## config.mk

```make
export PLATFORM = sky130hd
export DESIGN_NAME = cpusr_regs
export DESIGN_NICKNAME = d
export VERILOG_FILES = /design/src/cpusr_pkg.sv /design/src/cpusr_regs.sv
export VERILOG_INCLUDE_DIRS = /design/src
export SDC_FILE = /design/constraint.sdc
export NUM_CORES = 1
export LEC_CHECK = 0
export BUFFER_PORTS_ARGS = -buffer_cell sky130_fd_sc_hd__buf_2
export CAP_MARGIN = 20
export CORE_ASPECT_RATIO = 0.7
export CORE_MARGIN = 4
export CORE_UTILIZATION = 47
export CTS_CLUSTER_SIZE = 14
export DETAILED_ROUTE_END_ITERATION = 7
export GPL_TIMING_DRIVEN = 0
export PLACE_DENSITY = 0.73
export SKIP_CTS_REPAIR_TIMING = 1
export SYNTH_ARGS = -nofsm -noshare
export SYNTH_HDL_FRONTEND = slang
export SYNTH_SLANG_ARGS = --single-unit
export TNS_END_PERCENT = 5
```

## constraint.sdc

```tcl
create_clock -name clk_i -period 7.8 [get_ports clk_i]
set_clock_uncertainty 0.1 [all_clocks]
set_input_delay 0.78 -clock clk_i [delete_from_list [all_inputs] [get_ports clk_i]]
set_output_delay 0.78 -clock clk_i [all_outputs]
set_load 0.005 [all_outputs]
```

## src/cpusr_consts.svh

```systemverilog
// Bit positions, reset values and encodings for the core status register set
`ifndef CPUSR_CONSTS_SVH
`define CPUSR_CONSTS_SVH

// ****************************************************************
// Status word field positions
// ****************************************************************
`define CPUSR_PSR_C         0
`define CPUSR_PSR_T         1
`define CPUSR_PSR_L         2
`define CPUSR_PSR_F         5
`define CPUSR_PSR_Z         6
`define CPUSR_PSR_N         7
`define CPUSR_PSR_U         8
`define CPUSR_PSR_S         9
`define CPUSR_PSR_P         10
`define CPUSR_PSR_I         11
`define CPUSR_PSR_B         12
`define CPUSR_PSR_RESET     16'h0000
`define CPUSR_PSR_HIGH_MSK  16'hFF00
`define CPUSR_PSR_LOW_MSK   16'h00FF

// ****************************************************************
// Setup word field positions
// ****************************************************************
`define CPUSR_CFG_I         0
`define CPUSR_CFG_F         1
`define CPUSR_CFG_M         2
`define CPUSR_CFG_C         3
`define CPUSR_CFG_DE        8
`define CPUSR_CFG_RESET     5'h00

// ****************************************************************
// Register selects and sizes
// ****************************************************************
`define CPUSR_NUM_GPR       8
`define CPUSR_AR_PC         3'h0
`define CPUSR_AR_ISP        3'h1
`define CPUSR_AR_USP        3'h2
`define CPUSR_AR_FP         3'h3
`define CPUSR_AR_SB         3'h4
`define CPUSR_AR_TBL        3'h5
`define CPUSR_AR_UNIT       3'h6
`define CPUSR_SZ_BYTE       2'h0
`define CPUSR_SZ_HALF       2'h1
`define CPUSR_LEN_BYTE      32'h00000001
`define CPUSR_LEN_HALF      32'h00000002
`define CPUSR_LEN_WORD      32'h00000004
`define CPUSR_WORD_RESET    32'h00000000
`define CPUSR_UNIT_RESET    16'h0000

`endif

```

## src/cpusr_pkg.sv

```systemverilog
// Types shared by the core status register set
package cpusr_pkg;

   // ****************************************************************
   // Operations issued by the execute stage
   // ****************************************************************
   typedef enum logic [3:0] {
      CPUSR_OP_NOP      = 4'h0,
      CPUSR_OP_GPR_WR   = 4'h1,
      CPUSR_OP_AR_WR    = 4'h2,
      CPUSR_OP_PUSH     = 4'h3,
      CPUSR_OP_POP      = 4'h4,
      CPUSR_OP_PSR_WR   = 4'h5,
      CPUSR_OP_ADD      = 4'h6,
      CPUSR_OP_SUB      = 4'h7,
      CPUSR_OP_CMP      = 4'h8,
      CPUSR_OP_SETUP    = 4'h9,
      CPUSR_OP_IRQ_ACK  = 4'hA,
      CPUSR_OP_TRAP     = 4'hB,
      CPUSR_OP_RETI     = 4'hC,
      CPUSR_OP_BLT_GO   = 4'hD,
      CPUSR_OP_BLT_END  = 4'hE,
      CPUSR_OP_FP_INSTR = 4'hF
   } cpusr_op_t;

   typedef struct packed {
      cpusr_op_t   op;
      logic [2:0]  sel;
      logic [1:0]  size;
      logic        use_carry;
      logic        fp_cmp;
      logic        psr_lo_en;
      logic        psr_hi_en;
      logic [31:0] opa;
      logic [31:0] opb;
   } cpusr_cmd_t;

   typedef enum logic [1:0] {
      CPUSR_TR_IDLE = 2'b01,
      CPUSR_TR_PEND = 2'b10
   } cpusr_trace_t;

endpackage : cpusr_pkg

```

## src/cpusr_regs.sv

```systemverilog
// Core register set: general, address, status and setup registers
`include "cpusr_consts.svh"

// Summary of operation
// - 32-bit general registers, narrow writes keep upper
// - Address registers 32 bits, unit pointer 16
// - Stack-select bit picks interrupt or user pointer
// - Push pre-decrements, pop post-increments by length
// - Program counter holds current instruction address
// - Status high byte writable only in supervisor
// - Carry flag from add/sub, consumed with carry
// - Trace enable traps once per instruction
// - Compare sets unsigned-less; float compare clears
// - Compare sets equal flag
// - Compare sets signed-less flag
// - Arithmetic reports overflow in general flag
// - User mode refuses privileged operations
// - Interrupt or trap clears stack-select bit
// - Interrupt enable masks all but non-maskable
// - Blit bit drives blit select low
// - Acknowledge clears five bits; return restores word
// - Setup word: five bits, setup instruction only
// - Setup vectoring bit selects vectored interrupts
// - No float unit: illegal opcode trap
// - Two setup bits select clock scaling
// - Direct exception bit enables fast exceptions
module cpusr_regs (
   input  wire logic               clk_i,
   input  wire logic               arst_n_i,
   input  wire cpusr_pkg::cpusr_cmd_t cmd_i,
   input  wire logic               instr_start_i,
   input  wire logic               instr_end_i,
   input  wire logic [31:0]        instr_addr_i,
   input  wire logic               irq_req_i,
   input  wire logic               nmi_req_i,
   input  wire logic [2:0]         rd_sel_i,
   output logic [31:0]             rd_data_o,
   output logic [31:0]             alu_result_o,
   output logic [31:0]             pc_o,
   output logic [31:0]             stack_addr_o,
   output logic [15:0]             psr_o,
   output logic                    priv_fault_o,
   output logic                    trace_trap_o,
   output logic                    irq_accept_o,
   output logic                    illegal_opcode_trap_o,
   output logic                    fpu_dispatch_o,
   output logic                    vectored_o,
   output logic [1:0]              clk_scale_o,
   output logic                    direct_exception_enable_o,
   output logic                    blit_unit_select_n_o
);

   // ****************************************************************
   // Storage
   // ****************************************************************
   logic [31:0]             gpr_q [`CPUSR_NUM_GPR];
   logic [31:0]             pc_q, isp_q, usp_q, fbp_q, sb_q, tbl_q;
   logic [15:0]             unit_q;
   logic [15:0]             psr_q, psr_d;
   logic [4:0]              cfg_q;
   logic                    blit_n_q;
   logic [31:0]             rd_q, res_q, sp_addr_q;
   logic                    fault_q, trc_q, acc_q, und_q, fpu_q;
   cpusr_pkg::cpusr_trace_t tr_q;

   logic                    user_mode;
   logic                    priv_op;
   logic                    refuse;
   logic [32:0]             sum;
   logic [31:0]             b_eff;
   logic                    cin;
   logic                    ovf;
   logic [31:0]             len;
   logic [31:0]             sp_cur;
   logic                    sp_write;
   logic [31:0]             sp_next;

   assign user_mode = psr_q[`CPUSR_PSR_U];
   assign priv_op = (cmd_i.op == cpusr_pkg::CPUSR_OP_SETUP)
                 || (cmd_i.op == cpusr_pkg::CPUSR_OP_RETI)
                 || (cmd_i.op == cpusr_pkg::CPUSR_OP_AR_WR
                     && cmd_i.sel != `CPUSR_AR_FP && cmd_i.sel != `CPUSR_AR_SB)
                 || (cmd_i.op == cpusr_pkg::CPUSR_OP_PSR_WR && cmd_i.psr_hi_en);
   assign refuse = user_mode && priv_op;

   // ****************************************************************
   // Arithmetic and compare
   // ****************************************************************
   // carry consumption
   assign cin   = cmd_i.use_carry & psr_q[`CPUSR_PSR_C];
   assign b_eff = (cmd_i.op == cpusr_pkg::CPUSR_OP_SUB) ? ~cmd_i.opb : cmd_i.opb;
   assign sum   = {1'b0, cmd_i.opa} + {1'b0, b_eff}
                + {32'h00000000, (cmd_i.op == cpusr_pkg::CPUSR_OP_SUB) ? ~cin : cin};
   assign ovf   = (cmd_i.opa[31] == b_eff[31]) && (sum[31] != cmd_i.opa[31]);

   // ****************************************************************
   // Stack pointer selection
   // ****************************************************************
   // active pointer
   assign sp_cur = psr_q[`CPUSR_PSR_S] ? usp_q : isp_q;
   always_comb
   begin
      case (cmd_i.size)
         `CPUSR_SZ_BYTE: len = `CPUSR_LEN_BYTE;
         `CPUSR_SZ_HALF: len = `CPUSR_LEN_HALF;
         default:        len = `CPUSR_LEN_WORD;
      endcase
   end
   assign sp_write = (cmd_i.op == cpusr_pkg::CPUSR_OP_PUSH)
                  || (cmd_i.op == cpusr_pkg::CPUSR_OP_POP);
   assign sp_next  = (cmd_i.op == cpusr_pkg::CPUSR_OP_PUSH) ? sp_cur - len : sp_cur + len;

   // ****************************************************************
   // General registers
   // ****************************************************************
   genvar g;
   generate
      for (g = 0; g < `CPUSR_NUM_GPR; g++)
      begin : g_gpr
         always_ff @(posedge clk_i or negedge arst_n_i)
         begin
            if (!arst_n_i)
               gpr_q[g] <= `CPUSR_WORD_RESET;
            else if (cmd_i.sel == 3'(g) && cmd_i.op == cpusr_pkg::CPUSR_OP_GPR_WR)
            begin
               case (cmd_i.size)
                  `CPUSR_SZ_BYTE: gpr_q[g][7:0]  <= cmd_i.opa[7:0];
                  `CPUSR_SZ_HALF: gpr_q[g][15:0] <= cmd_i.opa[15:0];
                  default:        gpr_q[g]       <= cmd_i.opa;
               endcase
            end
            else if (cmd_i.sel == 3'(g) && (cmd_i.op == cpusr_pkg::CPUSR_OP_ADD
                                        || cmd_i.op == cpusr_pkg::CPUSR_OP_SUB))
               gpr_q[g] <= sum[31:0];
         end
      end
   endgenerate

   always_ff @(posedge clk_i or negedge arst_n_i)
   begin
      if (!arst_n_i)
      begin
         rd_q  <= `CPUSR_WORD_RESET;
         res_q <= `CPUSR_WORD_RESET;
      end
      else
      begin
         rd_q <= gpr_q[rd_sel_i];
         if (cmd_i.op == cpusr_pkg::CPUSR_OP_ADD || cmd_i.op == cpusr_pkg::CPUSR_OP_SUB)
            res_q <= sum[31:0];
      end
   end

   // ****************************************************************
   // Address registers
   // ****************************************************************
   always_ff @(posedge clk_i or negedge arst_n_i)
   begin
      if (!arst_n_i)
      begin
         pc_q   <= `CPUSR_WORD_RESET;
         isp_q  <= `CPUSR_WORD_RESET;
         usp_q  <= `CPUSR_WORD_RESET;
         fbp_q  <= `CPUSR_WORD_RESET;
         sb_q   <= `CPUSR_WORD_RESET;
         tbl_q  <= `CPUSR_WORD_RESET;
         unit_q <= `CPUSR_UNIT_RESET;
      end
      else
      begin
         if (instr_start_i)
            pc_q <= instr_addr_i;
         else if (cmd_i.op == cpusr_pkg::CPUSR_OP_AR_WR && cmd_i.sel == `CPUSR_AR_PC && !refuse)
            pc_q <= cmd_i.opa;
         if (sp_write && psr_q[`CPUSR_PSR_S])
            usp_q <= sp_next;
         else if (sp_write)
            isp_q <= sp_next;
         if (cmd_i.op == cpusr_pkg::CPUSR_OP_AR_WR && !refuse)
         begin
            case (cmd_i.sel)
               `CPUSR_AR_ISP:  isp_q  <= cmd_i.opa;
               `CPUSR_AR_USP:  usp_q  <= cmd_i.opa;
               `CPUSR_AR_FP:   fbp_q  <= cmd_i.opa;
               `CPUSR_AR_SB:   sb_q   <= cmd_i.opa;
               `CPUSR_AR_TBL:  tbl_q  <= cmd_i.opa;
               `CPUSR_AR_UNIT: unit_q <= cmd_i.opa[15:0];
               default:        ;
            endcase
         end
      end
   end

   // Push presents the new pointer, pop the old one, as the memory address
   always_ff @(posedge clk_i or negedge arst_n_i)
   begin
      if (!arst_n_i)
         sp_addr_q <= `CPUSR_WORD_RESET;
      else if (cmd_i.op == cpusr_pkg::CPUSR_OP_PUSH)
         sp_addr_q <= sp_next;
      else if (cmd_i.op == cpusr_pkg::CPUSR_OP_POP)
         sp_addr_q <= sp_cur;
   end

   // ****************************************************************
   // Status word
   // ****************************************************************
   always_comb
   begin
      psr_d = psr_q;
      case (cmd_i.op)
         cpusr_pkg::CPUSR_OP_ADD,
         cpusr_pkg::CPUSR_OP_SUB:
         begin
            psr_d[`CPUSR_PSR_C] = (cmd_i.op == cpusr_pkg::CPUSR_OP_SUB) ? ~sum[32] : sum[32];
            psr_d[`CPUSR_PSR_F] = ovf;
         end
         cpusr_pkg::CPUSR_OP_CMP:
         begin
            psr_d[`CPUSR_PSR_L] = !cmd_i.fp_cmp && (cmd_i.opb < cmd_i.opa);
            psr_d[`CPUSR_PSR_Z] = (cmd_i.opb == cmd_i.opa);
            psr_d[`CPUSR_PSR_N] = ($signed(cmd_i.opb) < $signed(cmd_i.opa));
         end
         cpusr_pkg::CPUSR_OP_PSR_WR:
         begin
            if (cmd_i.psr_lo_en && !refuse)
               psr_d = (psr_d & `CPUSR_PSR_HIGH_MSK) | (cmd_i.opa[15:0] & `CPUSR_PSR_LOW_MSK);
            if (cmd_i.psr_hi_en && !refuse)
               psr_d = (psr_d & `CPUSR_PSR_LOW_MSK) | (cmd_i.opa[15:0] & `CPUSR_PSR_HIGH_MSK);
         end
         cpusr_pkg::CPUSR_OP_IRQ_ACK:
         begin
            psr_d[`CPUSR_PSR_B] = 1'b0;
            psr_d[`CPUSR_PSR_I] = 1'b0;
            psr_d[`CPUSR_PSR_P] = 1'b0;
            psr_d[`CPUSR_PSR_S] = 1'b0;
            psr_d[`CPUSR_PSR_U] = 1'b0;
         end
         cpusr_pkg::CPUSR_OP_TRAP:   psr_d[`CPUSR_PSR_S] = 1'b0;
         cpusr_pkg::CPUSR_OP_RETI:   psr_d = refuse ? psr_q : cmd_i.opa[15:0];
         cpusr_pkg::CPUSR_OP_BLT_GO:  psr_d[`CPUSR_PSR_B] = 1'b1;
         cpusr_pkg::CPUSR_OP_BLT_END: psr_d[`CPUSR_PSR_B] = 1'b0;
         default: ;
      endcase
      if (instr_start_i && psr_q[`CPUSR_PSR_T])
         psr_d[`CPUSR_PSR_P] = 1'b1;
      else if (instr_end_i && psr_q[`CPUSR_PSR_P])
         psr_d[`CPUSR_PSR_P] = 1'b0;
   end

   always_ff @(posedge clk_i or negedge arst_n_i)
   begin
      if (!arst_n_i)
      begin
         psr_q    <= `CPUSR_PSR_RESET;
         blit_n_q <= 1'b1;
      end
      else
      begin
         psr_q    <= psr_d;
         blit_n_q <= ~psr_d[`CPUSR_PSR_B];
      end
   end

   // ****************************************************************
   // Trace sequencing
   // ****************************************************************
   // one trap per instruction
   always_ff @(posedge clk_i or negedge arst_n_i)
   begin
      if (!arst_n_i)
      begin
         tr_q  <= cpusr_pkg::CPUSR_TR_IDLE;
         trc_q <= 1'b0;
      end
      else
      begin
         trc_q <= 1'b0;
         case (tr_q)
            cpusr_pkg::CPUSR_TR_IDLE:
               if (instr_start_i && psr_q[`CPUSR_PSR_T])
                  tr_q <= cpusr_pkg::CPUSR_TR_PEND;
            cpusr_pkg::CPUSR_TR_PEND:
               if (instr_end_i)
               begin
                  trc_q <= psr_q[`CPUSR_PSR_P];
                  tr_q  <= cpusr_pkg::CPUSR_TR_IDLE;
               end
            default: tr_q <= cpusr_pkg::CPUSR_TR_IDLE;
         endcase
      end
   end

   // ****************************************************************
   // Setup word and exception side effects
   // ****************************************************************
   always_ff @(posedge clk_i or negedge arst_n_i)
   begin
      if (!arst_n_i)
         cfg_q <= `CPUSR_CFG_RESET;
      else if (cmd_i.op == cpusr_pkg::CPUSR_OP_SETUP && !refuse)
         cfg_q <= {cmd_i.opa[`CPUSR_CFG_DE], cmd_i.opa[`CPUSR_CFG_C],
                   cmd_i.opa[`CPUSR_CFG_M], cmd_i.opa[`CPUSR_CFG_F], cmd_i.opa[`CPUSR_CFG_I]};
   end

   always_ff @(posedge clk_i or negedge arst_n_i)
   begin
      if (!arst_n_i)
      begin
         fault_q <= 1'b0;
         acc_q   <= 1'b0;
         und_q   <= 1'b0;
         fpu_q   <= 1'b0;
      end
      else
      begin
         fault_q <= refuse;
         acc_q   <= nmi_req_i || (irq_req_i && psr_q[`CPUSR_PSR_I]);
         und_q   <= (cmd_i.op == cpusr_pkg::CPUSR_OP_FP_INSTR) && !cfg_q[1];
         fpu_q   <= (cmd_i.op == cpusr_pkg::CPUSR_OP_FP_INSTR) && cfg_q[1];
      end
   end

   assign rd_data_o                 = rd_q;
   assign alu_result_o              = res_q;
   assign pc_o                      = pc_q;
   assign stack_addr_o              = sp_addr_q;
   assign psr_o                     = psr_q;
   assign priv_fault_o              = fault_q;
   assign trace_trap_o              = trc_q;
   assign irq_accept_o              = acc_q;
   assign illegal_opcode_trap_o     = und_q;
   assign fpu_dispatch_o            = fpu_q;
   assign vectored_o                = cfg_q[0];
   assign clk_scale_o               = cfg_q[3:2];
   assign direct_exception_enable_o = cfg_q[4];
   assign blit_unit_select_n_o      = blit_n_q;

   // ****************************************************************
   // Checks
   // ****************************************************************
   a_stack_select_push: assert property (@(posedge clk_i) disable iff (!arst_n_i)
      cmd_i.op == cpusr_pkg::CPUSR_OP_PUSH && !psr_q[`CPUSR_PSR_S]
      |=> isp_q == $past(isp_q) - $past(len) && usp_q == $past(usp_q))
      else $error("push did not move interrupt stack pointer");
   a_pop_address: assert property (@(posedge clk_i) disable iff (!arst_n_i)
      cmd_i.op == cpusr_pkg::CPUSR_OP_POP |=> stack_addr_o == $past(sp_cur))
      else $error("pop address is not the old pointer");
   a_user_high_byte: assert property (@(posedge clk_i) disable iff (!arst_n_i)
      user_mode && cmd_i.op == cpusr_pkg::CPUSR_OP_PSR_WR && cmd_i.psr_hi_en
      |=> psr_q == $past(psr_q) && priv_fault_o)
      else $error("user mode changed status high byte");
   a_cmp_equal: assert property (@(posedge clk_i) disable iff (!arst_n_i)
      cmd_i.op == cpusr_pkg::CPUSR_OP_CMP
      |=> psr_q[`CPUSR_PSR_Z] == ($past(cmd_i.opa) == $past(cmd_i.opb)))
      else $error("equal flag wrong after compare");
   a_trace_once: assert property (@(posedge clk_i) disable iff (!arst_n_i)
      trace_trap_o |=> !trace_trap_o)
      else $error("trace trap fired twice");
   a_ack_clears: assert property (@(posedge clk_i) disable iff (!arst_n_i)
      cmd_i.op == cpusr_pkg::CPUSR_OP_IRQ_ACK
      |=> !psr_q[`CPUSR_PSR_S] && !psr_q[`CPUSR_PSR_U] && !psr_q[`CPUSR_PSR_I]
          && blit_unit_select_n_o)
      else $error("acknowledge left status bits set");
   a_blit_select: assert property (@(posedge clk_i) disable iff (!arst_n_i)
      blit_unit_select_n_o == !psr_q[`CPUSR_PSR_B])
      else $error("blit select disagrees with blit bit");
   a_irq_mask: assert property (@(posedge clk_i) disable iff (!arst_n_i)
      irq_req_i && !nmi_req_i && !psr_q[`CPUSR_PSR_I] |=> !irq_accept_o)
      else $error("masked interrupt accepted");
   a_fp_trap: assert property (@(posedge clk_i) disable iff (!arst_n_i)
      cmd_i.op == cpusr_pkg::CPUSR_OP_FP_INSTR && !cfg_q[1]
      |=> illegal_opcode_trap_o && !fpu_dispatch_o)
      else $error("float instruction without unit not trapped");

endmodule : cpusr_regs

```

Word-level counts from Yosys, hierarchy flattened
Index checks and enable logic that the tools add are counted.

storage, ports and cells
  bits in registers = 477
  bits in latches = 0
  bits in writable memories = 0
  ROM bits = 0
  input bits = 118
  output and inout bits = 154
  word-level logic and storage cells = 262
  memories = 0

cells by class
  add/subtract/negate cells = 4
  multipliers = 0
  div/mod/pow operators = 0
  magnitude comparators = 3
  eq/ne operators = 52
  shift-type cells = 0
  mux-type cells = 60
  bitwise operators = 8
  reductions and logical operators = 89

operators with widths
  kind                                           count
  two-way mux 32 bit                             32
  binary-select mux 32 bit (select 3 bit)        1
  two-way mux 16 bit                             5
  < comparator 32 bit                            2
  AND reduction 2 bit                            20
  != test 2 bit, second input constant           19
  logical AND 1 bit                              34
  adder 32 x 32 -> 33 bit                        1
  adder 33 x 1 -> 33 bit                         1
  adder 32 bit                                   1
  == test 32 bit                                 1
  == test 4 bit, second input constant           8
  inverter 32 bit                                1
  subtractor 32 bit                              1
  nonzero test 2 bit                             11
  == test 4 x 3 -> 1 bit, second input constant  4
  bitwise OR 16 x 8 -> 16 bit                    1
  bitwise OR 8 x 16 -> 16 bit                    1
  one-hot mux 1 bit (3 select lines)             5
  == test 3 bit, second input constant           4
  one-hot mux 2 bit (3 select lines)             2
  one-hot mux 3 bit (2 select lines)             2
  AND reduction 3 bit                            4
  nonzero test 3 bit                             4
  other kinds (29)                               51

Depth between registers and ports, before layout
  depth in word-level cells = 15
  depth in mapped cells = 19
  mapped depth without buffers = 15

Worst setup path before layout
OpenSTA, ideal clock, no wires.

  path kind = input-to-reg
  start = in cmd_i[75] (netlist bit)
  end = reg gpr_q[30] (netlist bit)
  setup time = 77 ps
  arrival time = 5069 ps
  data required time = 7623 ps
  setup slack = 2553 ps
  stages on the path = 19
  cell sequence = clkbuf_2 -> nor2b_1 -> clkbuf_1 -> and2_1 -> clkbuf_1 -> nand2_1 -> buf_2 -> xnor2_1 -> fa_1 -> fa_1 -> a211oi_2 -> o21bai_1 -> a31o_2 -> a2111oi_2 -> o21ai_0 -> mux2i_1 -> nor2_1 -> nand2_1 -> a21oi_1

on the way
  cells in the longest elaborated chain, start to end = 6
  elaborated cells on any way between the ends = 15

RTL lines
  item                           RTL line                                               RTL
  start, declared                cpusr_regs.sv:30                                       input wire cpusr_pkg::cpusr_cmd_t cmd_i,
  == test 4 x 3 -> 1 bit         cpusr_regs.sv:91, cpusr_regs.sv:93, cpusr_regs.sv:133
  two-way mux 32 bit             cpusr_regs.sv:91                                       assign b_eff = (cmd_i.op == cpusr_pkg::CPUSR_OP_SUB) ? ~cmd_i.opb : cmd_i.opb;
  adder 32 x 32 -> 33 bit        cpusr_regs.sv:92                                       assign sum = {1'b0, cmd_i.opa} + {1'b0, b_eff}
  adder 33 x 1 -> 33 bit         cpusr_regs.sv:93                                       + {32'h00000000, (cmd_i.op == cpusr_pkg::CPUSR_OP_SUB) ? ~cin : cin};
  two-way mux 32 bit             cpusr_regs.sv:132                                      else if (cmd_i.sel == 3'(g) && (cmd_i.op == cpusr_pkg::CPUSR_OP_ADD
  two-way mux 32 bit             cpusr_regs.sv:124                                      else if (cmd_i.sel == 3'(g) && cmd_i.op == cpusr_pkg::CPUSR_OP_GPR_WR)
  end signal, assigned by index  cpusr_regs.sv:123                                      gpr_q[g] <= `CPUSR_WORD_RESET;
  end signal, assigned by index  cpusr_regs.sv:127                                      `CPUSR_SZ_BYTE: gpr_q[g][7:0] <= cmd_i.opa[7:0];
  end signal, assigned by index  cpusr_regs.sv:134                                      gpr_q[g] <= sum[31:0];
  end, declared                  cpusr_regs.sv:56                                       logic [31:0] gpr_q [`CPUSR_NUM_GPR];

Several ways; a longest one is shown, not always the timed one. The select of a mux whose other input is x is not followed.
A chain may end at the register's enable or synchronous reset.

Final worst setup path
  start = in cmd_i[75] (netlist bit)
  end = reg gpr_q[50] (netlist bit)

Same word-level chain as after synthesis.

==> impl_metrics.csv <==
group,metric,value,unit
global_route,grt_max_degree,118,
sta,setup_viol,0,
setup_path,crit_type,"in -> reg",
drt,drc_errors,0,
global_route,grt_pass1_wl,162000,µm
setup_path,slowest_delay,970,ps
synthesis,synth-seq-cells,477,
synthesis,ys.flop_type,"dfrtp_1",
sta,finalMaxSlewViolations,0,
sta,worst_pin_slew,1260,ps
synthesis,synthArstFlopShare,100,%
floorplan,die_h,211,µm
cts,clock_latency,620,ps
pwr,ir_drop,0.182,mV
sta,fin_crit_sh,84.2,%
setup_path,slowest_stage,"xor2_1",
setup_path,crit_fanout,10,
drt,num_vias,26025,
setup_path,path_cells,"clkbuf_2, nor2b_1, clkbuf_1, and2_1, clkbuf_1, nand2_1, buf_2, xnor2_1, fa_1, fa_1, a211oi_2, o21bai_1, a31o_2, a2111oi_2, o21bai_1, xor2_1, a21oi_1, o21ai_0",
placement,place_congestion,1.02,
cts,root_buffer,"clkbuf_16",
placement,dp_slack,942,ps
cts,clk_path_buf_depth,3,
setup_path,crit_path_start_kind,"primary input",
synthesis,synth.avg_cell_area,9.44,µm²
sta,fmax,0.152,GHz
placement,hpwl,85100,µm
synthesis,yosys_warnings,0,
drt,firstDrtPassIters,6,
sta,setup_ws,1230,ps
placement,dp_cells,3942,
drt,drt_iter0_drc,3751,
cts,cts_tree,"done",
synthesis,syn-cell-area,27600,µm²
setup_path,critical_path.endpoint_type,"flip-flop",
global_route,track_usage,34.3,%
cells_and_area,syn2layout_area_growth,15.6,%
drt,ant_nets,0,
min_path,hold_class,"in -> async",
synthesis,synthCells,2920,
global_route,grt_pass1_vias,24392,
drt,drt_wl_total,110000,µm
cts,clk_pin_slew_worst_paths,60,ps
floorplan,std_cell_rows,73,
pwr,p_leak,14.6,nW
floorplan,io_pins,272,
cells_and_area,fin_cells,4048,
flow_run,cap_violations,0,
sta,rsz0062_at_grt,"no",
synthesis,synth_cell_types,92,
cts,cts_htree_levels,2,
cts,cts.sinks,477,
floorplan,die_x,297,µm
floorplan,core,57400,µm²
outcome,outcome,"finished, final reports clean",
sta,min_period,6570,ps
drt,wl_per_cell,27.1,µm
cells_and_area,drive_gt1_share,17.9,%
synthesis,synth_nets,3135,
floorplan,start_util,48.0,%
global_route,grt_overflow,0,
pwr,powerDensity,291,nW/µm²
synthesis,synth-seq-area-share,43.3,%
synthesis,synth_edf_count,0,
placement,io_buffers,262,
cells_and_area,nNetsFinal,3467,
sta,hold_viol,0,
cts,cts_made_buffers,50,
global_route,antenna_found_initial,9,
drt,via_per_inst,6.43,
setup_path,cp.required,8230,ps
sta,slew_headroom,15.1,%
floorplan,die_area,62600,µm²
setup_path,arrival,7000,ps
[power by group]
| group | internal, mW | switching, mW |
|---|---|---|
| combinational | 1.25 | 1.70 |
| sequential | 3.26 | 0.441 |
| clock | 1.52 | 1.10 |
[flip-flops by register name, summed over array words and instances, names as in the netlist, 5 cells and up]
signal,count
gpr_q,256
alu_result_o,32
isp_q,32
pc_o,32
rd_data_o,32
stack_addr_o,32
usp_q,32
psr_o,16
cfg_q,5
[per-layer routing]
metal  vias up  track usage [%]  part of all wire, %
li1      11219                -                    -
met2      1823             45.0                   38
met5         -                0                 0.16
met1     12739             50.7                   42
met3       238             15.3                   16
met4         6             10.1                  3.0
[final timing paths]
path	endpoint	start	slack [ps]	cells past startpoint
hold reg to reg	illegal_opcode_trap_o	cfg_q[1]	330	1
setup reg to reg	stack_addr_o[28]	psr_o[9]	2480	13
setup / recovery	gpr_q[50]	cmd_i[75]	1230	18
hold / removal	alu_result_o[5]	arst_n_i	70	1
max in group asynchronous	psr_o[15]	arst_n_i	5970	3
min in group clk_i	irq_accept_o	nmi_req_i	260	2
[cell usage in the layout (no fill, tap or decap), types with 81 or more instances in the layout]
cell and instances:
a21oi_1 275, mux2i_1 96, nand2_1 433, buf_2 296, dfrtp_1 475, nor2_1 175
ha_1 94, clkbuf_1 152, mux2_2 81, o21ai_0 295
[stage by stage]
stage                     utilization (%)  setup TNS (ps)  instance area, µm²  hold WS (ps)  total power, mW
after floorplan                         -               0               27600           303             5.43
after global placement               52.0        -1968280               29800           339             6.52
after detailed placement             52.3               0               30000           344             6.59
after CTS                            55.3               0               31700          87.2             9.19
after global routing                 55.5               0               31900           106             9.70
final                                55.5               0               31900          67.9             9.27
[logic make-up (layout without fill, tap and decap cells)]
family	after synthesis	count (layout)	share of synthesized area, %
other	0	7	0
DFF	477	477	43.3
and+or+nand+nor	822	822	12.9
adders and majority gates	97	97	4.49
AOI/OAI and AO/OA	930	930	20.5
muxes	242	242	12.1
xor gates and xnor gates	89	89	2.94
buffers and inverters	263	634	3.80
[cell usage after synthesis (all sizes together), types with 17 or more instances]
master / n / share of area, %
a21o: 46 / 1.3
a21oi: 277 / 5.1
mux4: 64 / 5.2
mux2i: 97 / 3.5
mux2: 81 / 3.3
clkbuf: 141 / 1.9
dfrtp: 475 / 43
inv: 55 / 0.75
ha: 94 / 4.3
nand3: 63 / 1.1
xnor2: 61 / 2.0
a31oi: 34 / 0.77
nand2: 433 / 5.9
xor2: 28 / 0.94
buf: 61 / 1.0
nor2: 176 / 2.4
o311ai: 17 / 0.54
o21a: 56 / 1.5
o21ai: 318 / 5.8
and3: 18 / 0.41
a22oi: 67 / 1.8
nor3: 54 / 1.1
[final cells by class]
cell class | count | area (µm²)
Timing Repair Buffer | 280 | 1580
Antenna cell | 7 | 17.5
Buffer | 202 | 821
Clock buffer | 72 | 1430
Clock inverter | 19 | 313
Sequential cell | 477 | 11900
Fill cell | 5182 | 25500
Multi-Input combinational cell | 2180 | 14600
Inverter | 61 | 229
Tap cell | 750 | 938
[worst max-delay path: cells and delay by family]
family,cells,cell delay (ps)
AO/OA/AOI/OAI,7,2110
buffers and inverters,4,1290
XOR/XNOR,2,1160
adder cells (fa/ha/maj),2,900
AND/OR/NAND/NOR,3,730
(Power assumes the default switching activity.)
